File: config.mk
export PLATFORM = sky130hd
export DESIGN_NAME = chip_select_decode
export DESIGN_NICKNAME = d
export VERILOG_FILES = /design/src/rtl/chip_select_decode_pkg.sv /design/src/rtl/chip_select_decode.sv
export SDC_FILE = /design/constraint.sdc
export NUM_CORES = 1
export LEC_CHECK = 0
export BUFFER_PORTS_ARGS = -buffer_cell sky130_fd_sc_hd__buf_2
export CAP_MARGIN = 20
export CORE_AREA = 2 2 141 143
export DETAILED_ROUTE_END_ITERATION = 8
export DIE_AREA = 0 0 143 145
export PLACE_DENSITY = 0.72
export SLEW_MARGIN = 10
export SYNTH_ARGS = -nofsm -noshare
export SYNTH_HDL_FRONTEND = slang
export SYNTH_SLANG_ARGS = --single-unit
File: constraint.sdc
create_clock -name i_clock -period 5.45 [get_ports i_clock]
set_input_delay 0 -clock i_clock [delete_from_list [all_inputs] [get_ports i_clock]]
set_output_delay 0 -clock i_clock [all_outputs]
set_load 0.02 [all_outputs]
File: src/rtl/chip_select_decode_pkg.sv
package chip_select_decode_pkg;

   localparam int          NUM_CS      = 4;
   localparam int          ADDR_W      = 24;
   localparam int          WAIT_W      = 3;

   // Register indices on the plain register port
   localparam logic [11:0] ADDR_BASE   = 12'h00f2;
   localparam logic [11:0] ADDR_CS_BASE0 = 12'h0100;
   localparam logic [11:0] ADDR_CS_MASK0 = 12'h0110;
   localparam logic [11:0] ADDR_CS_CFG0  = 12'h0120;
   localparam logic [11:0] ADDR_FC_DMA   = 12'h0130;
   localparam logic [11:0] ADDR_FC_SERIAL_DMA  = 12'h0131;
   localparam logic [11:0] ADDR_FC_RFSH  = 12'h0132;
   localparam logic [11:0] ADDR_STATUS   = 12'h0140;

   // Reset values
   localparam logic [15:0] BASE_RESET  = 16'h0000;
   localparam logic [11:0] CS_BASE_RESET = 12'h0000;
   localparam logic [11:0] CS_MASK_RESET = 12'h0000;
   localparam logic [2:0]  FC_RESET    = 3'h7;

   // Reserved internal area, compared on address bits 11:4
   localparam logic [11:0] RSVD_BASE   = 12'h00f0;
   localparam logic [11:0] RSVD_MASK   = 12'h0ff0;
   localparam logic [2:0]  FC_IACK     = 3'h7;

   typedef enum logic [1:0] {
      SRC_CPU,
      SRC_DMA,
      SRC_SERIAL_DMA,
      SRC_RFSH
   } src_t;

   typedef struct packed {
      logic              valid;
      src_t              src;
      logic              ext_master;
      logic [2:0]        fc;
      logic [ADDR_W-1:0] addr;
      logic              read;
      logic              byte_access;
   } cycle_t;

   typedef enum {
      ST_IDLE,
      ST_WAIT,
      ST_ACK
   } state_t;

endpackage

File: src/rtl/chip_select_decode.sv
// Our own choice: strobed register access.
`timescale 1ns/1ps
`default_nettype none
// Functional notes
// Mask ones select address bits compared; gaps give multiple matches.
// No chip select for DMA, serial DMA or refresh with code 111.
// External master code 111 is interrupt acknowledge; selects stay negated.
// External masters must drive function code other than 111.
// Addresses 0F0 to 0FF never activate a chip select.
// Base register lives inside at 0F2; software writes it after reset.
// Each region acknowledges after its own programmed wait states; on overlapping hits the lowest-numbered region's wait states apply.
// External autovector responder asserts autovector, not transfer acknowledge.
// Refresh cycle is a single byte read through the chip selects.
// Function code registers undefined at reset; software loads them. Here they reset to 111.
// Software should program masks as high ones then low zeros.
// Select asserts only on full masked match without exclusions.
module chip_select_decode
   import chip_select_decode_pkg::*;
(
   // Clock, reset and enable
   input  wire logic              i_clock,
   input  wire logic              i_rst_n,
   input  wire logic              i_enable,
   // Register port
   input  wire logic [11:0]       i_reg_addr,
   input  wire logic [15:0]       i_reg_wdata,
   input  wire logic              i_reg_write,
   input  wire logic              i_reg_read,
   output logic      [15:0]       o_reg_rdata,
   // Bus cycle
   input  wire cycle_t            i_cycle,
   input  wire logic              i_cycle_end,
   // Outputs to the bus
   output logic      [NUM_CS-1:0] o_chip_select,
   output logic                   o_transfer_acknowledge,
   output logic      [2:0]        o_function_code_lines,
   output logic                   o_refresh_byte_read
);

   logic [15:0]        peripheral_base_address;
   logic [11:0]        cs_base [NUM_CS];
   logic [11:0]        cs_mask [NUM_CS];
   logic [WAIT_W-1:0]  cs_wait [NUM_CS];
   logic [2:0]         fc_dma;
   logic [2:0]         fc_serial_dma;
   logic [2:0]         fc_rfsh;
   logic [15:0]        next_rdata;
   logic [2:0]         cyc_fc;
   logic               excluded;
   logic [NUM_CS-1:0]  hit;
   state_t             state;
   state_t             next_state;
   logic [NUM_CS-1:0]  next_cs;
   logic [WAIT_W-1:0]  count;
   logic [WAIT_W-1:0]  next_count;
   logic               next_ack;

   // masked compare on address bits 23:12
   function automatic logic match(input logic [ADDR_W-1:0] a, input logic [11:0] b,
                                  input logic [11:0] m);
      return ((a[23:12] ^ b) & m) == 12'h000;
   endfunction

   // register write path, R10: codes loaded by software
   always_ff @(posedge i_clock or negedge i_rst_n) begin
      if (!i_rst_n) begin
         peripheral_base_address <= BASE_RESET;
         fc_dma  <= FC_RESET;
         fc_serial_dma <= FC_RESET;
         fc_rfsh <= FC_RESET;
         for (int k = 0; k < NUM_CS; k++) begin
            cs_base[k] <= CS_BASE_RESET;
            cs_mask[k] <= CS_MASK_RESET;
            cs_wait[k] <= '0;
         end
      end else if (i_enable && i_reg_write) begin
         if (i_reg_addr == ADDR_BASE) begin
            peripheral_base_address <= i_reg_wdata;
         end
         if (i_reg_addr == ADDR_FC_DMA) begin
            fc_dma <= i_reg_wdata[2:0];
         end
         if (i_reg_addr == ADDR_FC_SERIAL_DMA) begin
            fc_serial_dma <= i_reg_wdata[2:0];
         end
         if (i_reg_addr == ADDR_FC_RFSH) begin
            fc_rfsh <= i_reg_wdata[2:0];
         end
         for (int k = 0; k < NUM_CS; k++) begin
            if (i_reg_addr == ADDR_CS_BASE0 + 12'(k)) begin
               cs_base[k] <= i_reg_wdata[11:0];
            end
            if (i_reg_addr == ADDR_CS_MASK0 + 12'(k)) begin
               cs_mask[k] <= i_reg_wdata[11:0];
            end
            if (i_reg_addr == ADDR_CS_CFG0 + 12'(k)) begin
               cs_wait[k] <= i_reg_wdata[WAIT_W-1:0];
            end
         end
      end
   end

   always_comb begin
      next_rdata = 16'h0000;
      if (i_reg_addr == ADDR_BASE) begin
         next_rdata = peripheral_base_address;
      end else if (i_reg_addr == ADDR_FC_DMA) begin
         next_rdata = {13'h0000, fc_dma};
      end else if (i_reg_addr == ADDR_FC_SERIAL_DMA) begin
         next_rdata = {13'h0000, fc_serial_dma};
      end else if (i_reg_addr == ADDR_FC_RFSH) begin
         next_rdata = {13'h0000, fc_rfsh};
      end else if (i_reg_addr == ADDR_STATUS) begin
         next_rdata = {12'h000, o_chip_select};
      end
      for (int k = 0; k < NUM_CS; k++) begin
         if (i_reg_addr == ADDR_CS_BASE0 + 12'(k)) begin
            next_rdata = {4'h0, cs_base[k]};
         end
         if (i_reg_addr == ADDR_CS_MASK0 + 12'(k)) begin
            next_rdata = {4'h0, cs_mask[k]};
         end
         if (i_reg_addr == ADDR_CS_CFG0 + 12'(k)) begin
            next_rdata = {13'h0000, cs_wait[k]};
         end
      end
   end

   always_ff @(posedge i_clock or negedge i_rst_n) begin
      if (!i_rst_n) begin
         o_reg_rdata <= 16'h0000;
      end else if (i_enable) begin
         o_reg_rdata <= i_reg_read ? next_rdata : 16'h0000;
      end
   end

   // Function code of the cycle by source
   always_comb begin
      case (i_cycle.src)
         SRC_DMA:  cyc_fc = fc_dma;
         SRC_SERIAL_DMA: cyc_fc = fc_serial_dma;
         SRC_RFSH: cyc_fc = fc_rfsh;
         default:  cyc_fc = i_cycle.fc;
      endcase
   end

   always_comb begin
      excluded = 1'b0;
      // internal units with code 111
      // external interrupt acknowledge
      if (cyc_fc == FC_IACK) begin
         excluded = 1'b1;
      end
      // reserved internal area
      if (((i_cycle.addr[11:0] ^ RSVD_BASE) & RSVD_MASK) == 12'h000) begin
         excluded = 1'b1;
      end
   end

   // masked match without exclusions
   for (genvar g = 0; g < NUM_CS; g++) begin : g_hit
      assign hit[g] = match(i_cycle.addr, cs_base[g], cs_mask[g]) && !excluded;
   end

   // wait-state acknowledge sequencer
   always_comb begin
      next_state = state;
      next_cs    = o_chip_select;
      next_count = count;
      next_ack   = o_transfer_acknowledge;
      case (state)
         ST_IDLE: begin
            next_ack = 1'b0;
            next_cs  = '0;
            if (i_cycle.valid && (hit != '0)) begin
               next_cs    = hit;
               next_count = '0;
               next_state = ST_WAIT;
               for (int k = NUM_CS - 1; k >= 0; k--) begin
                  if (hit[k]) begin
                     next_count = cs_wait[k];
                  end
               end
            end
         end
         ST_WAIT: begin
            if (i_cycle_end) begin
               next_cs    = '0;
               next_state = ST_IDLE;
            end else if (count == '0) begin
               next_ack   = 1'b1;
               next_state = ST_ACK;
            end else begin
               next_count = count - 1'b1;
            end
         end
         ST_ACK: begin
            if (i_cycle_end) begin
               next_ack   = 1'b0;
               next_cs    = '0;
               next_state = ST_IDLE;
            end
         end
         default: begin
            next_state = ST_IDLE;
         end
      endcase
   end

   always_ff @(posedge i_clock or negedge i_rst_n) begin
      if (!i_rst_n) begin
         state                  <= ST_IDLE;
         o_chip_select          <= '0;
         count                  <= '0;
         o_transfer_acknowledge <= 1'b0;
         o_function_code_lines  <= 3'h0;
         o_refresh_byte_read    <= 1'b0;
      end else if (i_enable) begin
         state                  <= next_state;
         o_chip_select          <= next_cs;
         count                  <= next_count;
         o_transfer_acknowledge <= next_ack;
         o_function_code_lines  <= cyc_fc;
         // refresh is a byte read
         o_refresh_byte_read    <= i_cycle.valid && (i_cycle.src == SRC_RFSH);
      end
   end

endmodule
`default_nettype wire

Word level (Yosys, flattened, before mapping)
Cells that the tools add are included.
{"block": "totals", "ff_bits": 193, "out_inout_bits": 25, "input_bits": 67, "word_cells": 144}
{"block": "classes", "n_eq_ne": 30, "n_mux": 41, "bitwise_logic": 9, "reduce_logical": 40, "n_addsub": 1}
{"op": "16-bit 2-to-1 mux", "count": 14}
{"op": "12-bit by 9-bit equality test with 1-bit output (second input constant)", "count": 16}
{"op": "32-bit 2-to-1 mux", "count": 4}
{"op": "32-bit case mux with 3 select lines", "count": 1}
{"op": "12-bit logical NOT", "count": 5}
{"op": "12-bit AND", "count": 4}
{"op": "12-bit XOR", "count": 4}
{"op": "32-bit by 1-bit equality test with 1-bit output (second input constant)", "count": 1}
{"op": "32-bit by 2-bit equality test with 1-bit output (second input constant)", "count": 1}
{"op": "32-bit logical NOT", "count": 1}
{"op": "2-bit AND reduction", "count": 16}
{"op": "4-bit 2-to-1 mux", "count": 6}
{"op": "3-bit 2-to-1 mux", "count": 7}
{"op": "12-bit by 8-bit equality test with 1-bit output (second input constant)", "count": 1}
{"op": "2-bit inequality test (second input constant)", "count": 5}
{"op": "5-bit AND reduction", "count": 2}
{"op": "3-bit case mux with 3 select lines", "count": 1}
{"op": "4-bit case mux with 2 select lines", "count": 1}
{"op": "1-bit logical AND", "count": 7}
{"op": "3-bit case mux with 2 select lines", "count": 1}
{"op": "1-bit 2-to-1 mux", "count": 5}
{"op": "2-bit equality test (second input constant)", "count": 2}
{"op": "4-bit NOT", "count": 1}
{"op": "4-bit AND reduction", "count": 1}
{"op": "13 further kinds", "count": 14}

Depth between registers and ports, before layout
{"block": "depth", "ltp_word": 19, "mapped_depth": 10, "ltp_nobuf": 9}

Worst setup path after synthesis
No wires, ideal clock.
{"block": "synth_timing", "path_type": "reg2reg", "start": "register fc_dma[2]", "end": "register count[0]", "setup_time_ns": 0.079, "path_slack_ns": 3.336, "path_stages_with_launch": 8, "arrival_ns": 2.035, "path_buffers": 0, "synth_period_minus_slack_ns": 2.114, "required_ns": 5.371, "cell_sequence": "dfstp_2 -> mux4_1 -> nand3_2 -> o21ai_2 -> or3_4 -> a31o_4 -> a21boi_4 -> mux2i_1"}
{"block": "synth_via", "elab_chain_cells": 12, "word_cells_on_any_way": 19, "cone_classes": "2 x eq/ne; 9 x mux; 8 x reduce/logical"}
{"element": "start: declaration", "line_no": "chip_select_decode.sv:44", "rtl": "logic [2:0] fc_dma;"}
{"element": "start signal: assignment", "line_no": "chip_select_decode.sv:81", "rtl": "fc_dma <= i_reg_wdata[2:0];"}
{"element": "3-bit case mux with 3 select lines *", "line_no": "chip_select_decode.sv:139", "rtl": "case (i_cycle.src)"}
{"element": "3-bit equality test *", "line_no": "chip_select_decode.sv:151", "rtl": "if (cyc_fc == FC_IACK) begin"}
{"element": "1-bit 2-to-1 mux *", "line_no": "chip_select_decode.sv:151"}
{"element": "1-bit 2-to-1 mux *", "line_no": "chip_select_decode.sv:155", "rtl": "if (((i_cycle.addr[11:0] ^ RSVD_BASE) & RSVD_MASK) == 12'h000) begin"}
{"element": "1-bit logical NOT *", "line_no": "chip_select_decode.sv:162", "rtl": "assign hit[g] = match(i_cycle.addr, cs_base[g], cs_mask[g]) && !excluded;"}
{"element": "1-bit logical AND", "line_no": "chip_select_decode.sv:162"}
{"element": "3-bit 2-to-1 mux (4 in series)", "line_no": "chip_select_decode.sv:180", "rtl": "if (hit[k]) begin"}
{"element": "3-bit 2-to-1 mux", "line_no": "chip_select_decode.sv:175", "rtl": "if (i_cycle.valid && (hit != '0)) begin"}
{"element": "3-bit case mux with 2 select lines", "line_no": "chip_select_decode.sv:171", "rtl": "case (state)"}
{"element": "end signal: assignment", "line_no": "chip_select_decode.sv:221", "rtl": "count <= next_count;"}
{"element": "end: declaration", "line_no": "chip_select_decode.sv:54", "rtl": "logic [WAIT_W-1:0] count;"}
Mark *: on every way between the ends. The rest lies on a longest branch, timed or not. The select of a mux whose other input is x is not followed.
A chain may end at the register's enable or synchronous reset.

Final worst setup path
{"block": "layout_timing", "start": "register cs_base[42] (netlist name)", "end": "register state[1]"}
{"block": "layout_via", "elab_chain_cells": 8}
{"element": "start: declaration", "line_no": "chip_select_decode.sv:41", "rtl": "logic [11:0] cs_base [NUM_CS];"}
{"element": "start signal: indexed assignment", "line_no": "chip_select_decode.sv:91", "rtl": "cs_base[k] <= i_reg_wdata[11:0];"}
{"element": "12-bit XOR", "line_no": "chip_select_decode.sv:61", "rtl": "return ((a[23:12] ^ b) & m) == 12'h000;"}
{"element": "12-bit AND", "line_no": "chip_select_decode.sv:61"}
{"element": "12-bit logical NOT", "line_no": "chip_select_decode.sv:61"}
{"element": "1-bit logical AND", "line_no": "chip_select_decode.sv:162"}
{"element": "4-bit nonzero test", "line_no": "chip_select_decode.sv:175"}
{"element": "1-bit logical AND", "line_no": "chip_select_decode.sv:175"}
{"element": "2-bit inequality test (no line)"}
{"element": "4-bit AND reduction (no line)"}
{"element": "end signal: assignment", "line_no": "chip_select_decode.sv:219", "rtl": "state <= next_state;"}
{"element": "end: declaration", "line_no": "chip_select_decode.sv:51", "rtl": "state_t state;"}
Every way passes these cells.

==> results.env <==
OUTCOME='finished, final reports clean'
SETUP_TOTAL_NEGATIVE_SLACK_NS=0
MAX_FREQ_MHz=381
FIN_CRIT_SHARE_PCT=48.1
MAX_CAP_VIOLATIONS=0
WP_DATA_ARRIVAL_NS=2.99
CLK-INSERTION-DELAY-LATE_NS=0.45
FINAL_NET_COUNT=909
CORE.ROWCOUNT=51
DOMINANT_COMBINATIONAL_CELL_FAMILY_BY_AREA_AFTER_SYNTHESIS='multiplexers'
ROUTE.VIAS.TOTAL=6683
DP.FINAL_HPWL_MM=16.6
SYNTH_MUX_AREA_SHARE_PCT=19.4
WL_PER_CELL_UM=21.2
CORE-AREA_UM2=19200
SYNTH-EDFF-COUNT=0
SYNTH_FP_NETS=807
HIGHEST_NET_FANOUT_ALONG_THE_WORST_PATH=7
POWER.DENSITY_CELL_AREA_nW_PER_UM2=291
DIE_W_UM=143
LAYOUT.CELL_AREA.NON_FILLER_UM2=10000
CLKSLEWWORSTSETUPHOLDPATHS_NS=0.06
SYNTH_SIMPLE_GATE_AREA_SHARE_PCT=9.60
POWER.STATIC_LEAKAGE_nW=4.77
GLOBALPLACE.CONGESTION=0.956
COMPOUND_GATE_PORTION_OF_THE_SYNTHESIZED_AREA_PCT=14.6
DRT_ITER0_MARKERS=608
DIODES=0
SYNTH.AREA.TOP_CELLS='sky130_fd_sc_hd__dfrtp_1, sky130_fd_sc_hd__mux2_2, sky130_fd_sc_hd__xor2_1'
SYNTH_AREA_LEADER_CELL='sky130_fd_sc_hd__dfrtp_1'
SYNTH.FF_LATCH_COUNT=163
SKEW_FINAL_NS=0.0115
ANTENNA_LEFT=0
SYNTH_SEQUENTIAL_AREA_RATIO_PCT=48.3
SETUP.WORST_PATH.CLASS='reg -> reg'
INITIAL_CORE_UTILIZATION_PCT=44.1
PORT-BUFFER-COUNT=84
CLOCK_TREE.BUFFER_DEPTH=2
FINAL_HOLD_VIOL_COUNT=0
YOSYS_WARNINGS=0
WORSTSETUPSTARTPOINTTYPE='flop'
INITIAL_ANTENNA_VIOLATION_COUNT=0
CTS.SINK_COUNT=163
DPL_CELL_AREA_UM2=9140
CTS_H_TREE_DEPTH=4
WORSTHOLDPATHTYPE='in -> async'
GRT_MAX_DEGREE=118
ROUTE.DETAILED.VIAS_PER_INST=5.99
NUMBER_OF_GLOBAL_ROUTE_VIAS_BEFORE_REPAIR=6662
GRT_UTIL_ALL_LAYERS_PCT=23.4
COUNT_OF_UNRESOLVED_DRC_VIOLATIONS_AFTER_ROUTING=0
DP_WORST_SETUP_SLACK_NS=2.55
FINAL-MAX-SLEW-VIOLATION-COUNT=0
REPORT.POWER.TOTAL_mW=2.91
DIE-AREA_UM2=20700
CLK_ROOT_BUFFER_CELL='sky130_fd_sc_hd__clkbuf_16'
FLOW.AREA_GROWTH_FROM_SYNTHESIS_PCT=18.4
SYNTH_XOR_AREA_SHARE_PCT=4.96
WORST_SLEW_MARGIN_REL_PCT=26.3
MAPPEDNETLISTAREA_UM2=8470
FILLERS=1668
CTS_INSERTED_BUFFERS=17
DESIGN.PORTCOUNT=92
TIMING.CRITICAL_PATH.FROM='cs_base[42]$_DFFE_PN0P_'
FINALSETUPVIOLATIONS=0
POST_SYNTH.CELL_AREA_AVG_UM2=11.5
WORST-ENDPOINT-REQUIRED_NS=5.81
SYNTH-ADDER-AREA-SHARE_PCT=0.739
AREA_SHARE_OF_THE_LEADING_CELL_TYPE_IN_THE_SYNTHESIZED_NETLIST_PCT=45.5
POSTLAYOUTSETUPSLACKWORST_NS=2.83
YOSYSMOSTFREQUENTCELL='sky130_fd_sc_hd__dfrtp_1'
TRITONCTS_CLOCK_TREE='done'
YOSYS-TOP-CELLS-COUNT='sky130_fd_sc_hd__dfrtp_1, sky130_fd_sc_hd__mux2_2, sky130_fd_sc_hd__nand2_1'
REGTOREGSTARTPOINT='cs_base[42]$_DFFE_PN0P_'
GLOBAL_ROUTE_WIRE_LENGTH_BEFORE_REPAIR_MM=37.1
PEAKVDDDROP_uV=251
LAYOUT-DRIVE-GT1-SHARE_PCT=32.6
POST_SYNTH_NUM_CELL_TYPES=64
MIN_PERIOD_NS=2.62
DIEHEIGHT_UM=145
GRT_REMAINING_OVERFLOW=0
ASYNC_FLOP_SHARE_PCT=100
DRTPASS1ITERATIONS=6
DRT_WL_TOTAL_MM=23.6
FINALNONFILLERCELLS=1115
YOSYS_MOST_USED_DFF='sky130_fd_sc_hd__dfrtp_1'
POSTCTSSETUPBUFFERS=0
POST_SYNTH_INST_COUNT=735
PLACEDCELLCOUNT=1058
TRANSITION_TIME_OF_THE_TIGHTEST_SLEW_CHECK_PIN_NS=1.10
WORSTREGTOREGCELLS=8
SETUP_REPAIR_AFTER_GLOBAL_ROUTING_MISSED_ITS_MARGIN='false'
SETUP.WORST_PATH.END_CLASS='flop'
[critical path: stages, from the launching register on]
cell and delay, ns:
sky130_fd_sc_hd__dfrtp_1 0.41, sky130_fd_sc_hd__xor2_1 0.17, sky130_fd_sc_hd__a22oi_1 0.25, sky130_fd_sc_hd__nand4_1 0.24, sky130_fd_sc_hd__nor2_1 0.41, sky130_fd_sc_hd__o21ai_0 0.32
sky130_fd_sc_hd__a31o_4 0.34, sky130_fd_sc_hd__a21oi_1 0.20, sky130_fd_sc_hd__mux2i_1 0.19
[kinds of logic after synthesis]
kind of cell / count (synthesis)
simple gates: 163
mux: 143
buf+inv: 48
flops: 163
xor+xnor: 48
fa+ha+maj: 5
compound gates: 165
[repair_timing]
item | CTS | global route
resized for setup | 0 | 0
hold endpoints to repair | 203 | 0
hold buffers | 23 | 0
[area by class of cell]
type	count	area (µm²)	share of cell area (%)
Clock buffer	19	443	4.42
Clock inverter	13	174	1.73
Inverter	18	67.6	0.674
Multi-Input combinational cell	524	4200	41.9
Sequential cell	163	4090	40.8
Tap cell	265	332	3.31
Timing Repair Buffer	113	722	7.20
[flip-flops by register name, summed over array words and instances, names as in the netlist]
name and flops:
fc_dma 3, fc_serial_dma 3, fc_rfsh 3, o_reg_rdata 16, cs_base 48, count 3, cs_mask 48, o_function_code_lines 3
o_transfer_acknowledge 1, cs_wait 12, o_chip_select 4, state 2, o_refresh_byte_read 1, peripheral_base_address 16
[worst paths after layout]
check / to / slack [ns]
max in group asynchronous: cs_mask[30]$_DFFE_PN0P_ / 4.01
min reg2reg: o_reg_rdata[13]$_DFFE_PN0P_ / 0.48
min in group i_clock: o_function_code_lines[1]$_DFFE_PN0P_ / 0.05
max: state[1]$_DFFE_PN0P_ / 2.83
min: o_function_code_lines[0]$_DFFE_PN0P_ / 0.05
max reg2reg: state[1]$_DFFE_PN0P_ / 2.83
[through the flow]
stage          util, %  hold WS, ns
3_5_place_dp      47.6        0.236
3_3_place_gp      47.6        0.235
6_report          52.2       0.0475
4_1_cts           52.0       0.0507
2_1_floorplan        -       -0.296
5_1_grt           52.2       0.0652
[layout by cell type, fill, tap and decap left out, types with 10 or more instances in the layout]
cell | Yosys | routed
sky130_fd_sc_hd__clkbuf_16 | 0 | 17
sky130_fd_sc_hd__nand3_1 | 14 | 14
sky130_fd_sc_hd__dfrtp_1 | 154 | 154
sky130_fd_sc_hd__inv_1 | 17 | 17
sky130_fd_sc_hd__buf_2 | 15 | 83
sky130_fd_sc_hd__dlygate4sd3_1 | 0 | 23
sky130_fd_sc_hd__mux2_2 | 132 | 132
sky130_fd_sc_hd__o21ai_0 | 39 | 39
sky130_fd_sc_hd__a221o_1 | 10 | 10
sky130_fd_sc_hd__a221oi_1 | 14 | 14
sky130_fd_sc_hd__nand2_1 | 55 | 55
sky130_fd_sc_hd__xor2_1 | 48 | 48
sky130_fd_sc_hd__a22oi_1 | 27 | 27
sky130_fd_sc_hd__a21oi_1 | 13 | 13
sky130_fd_sc_hd__nor2_1 | 36 | 36
[metal layers]
layer	GRT usage (%)	up-vias	part of all wire, %
met5	0	-	0
met4	8.12	0	2.5
met3	4.22	62	7.1
met2	37.5	312	48
met1	31.7	3327	42
li1	-	2982	-
[power by group]
part	total (mW)	leakage [nW]	switching (mW)	internal, mW
logic	0.375	2.29	0.230	0.145
registers	1.27	2.20	0.0266	1.25
clock network	1.27	0.284	0.527	0.739
total	2.91	4.77	0.784	2.13
(Power assumes the default switching activity.)
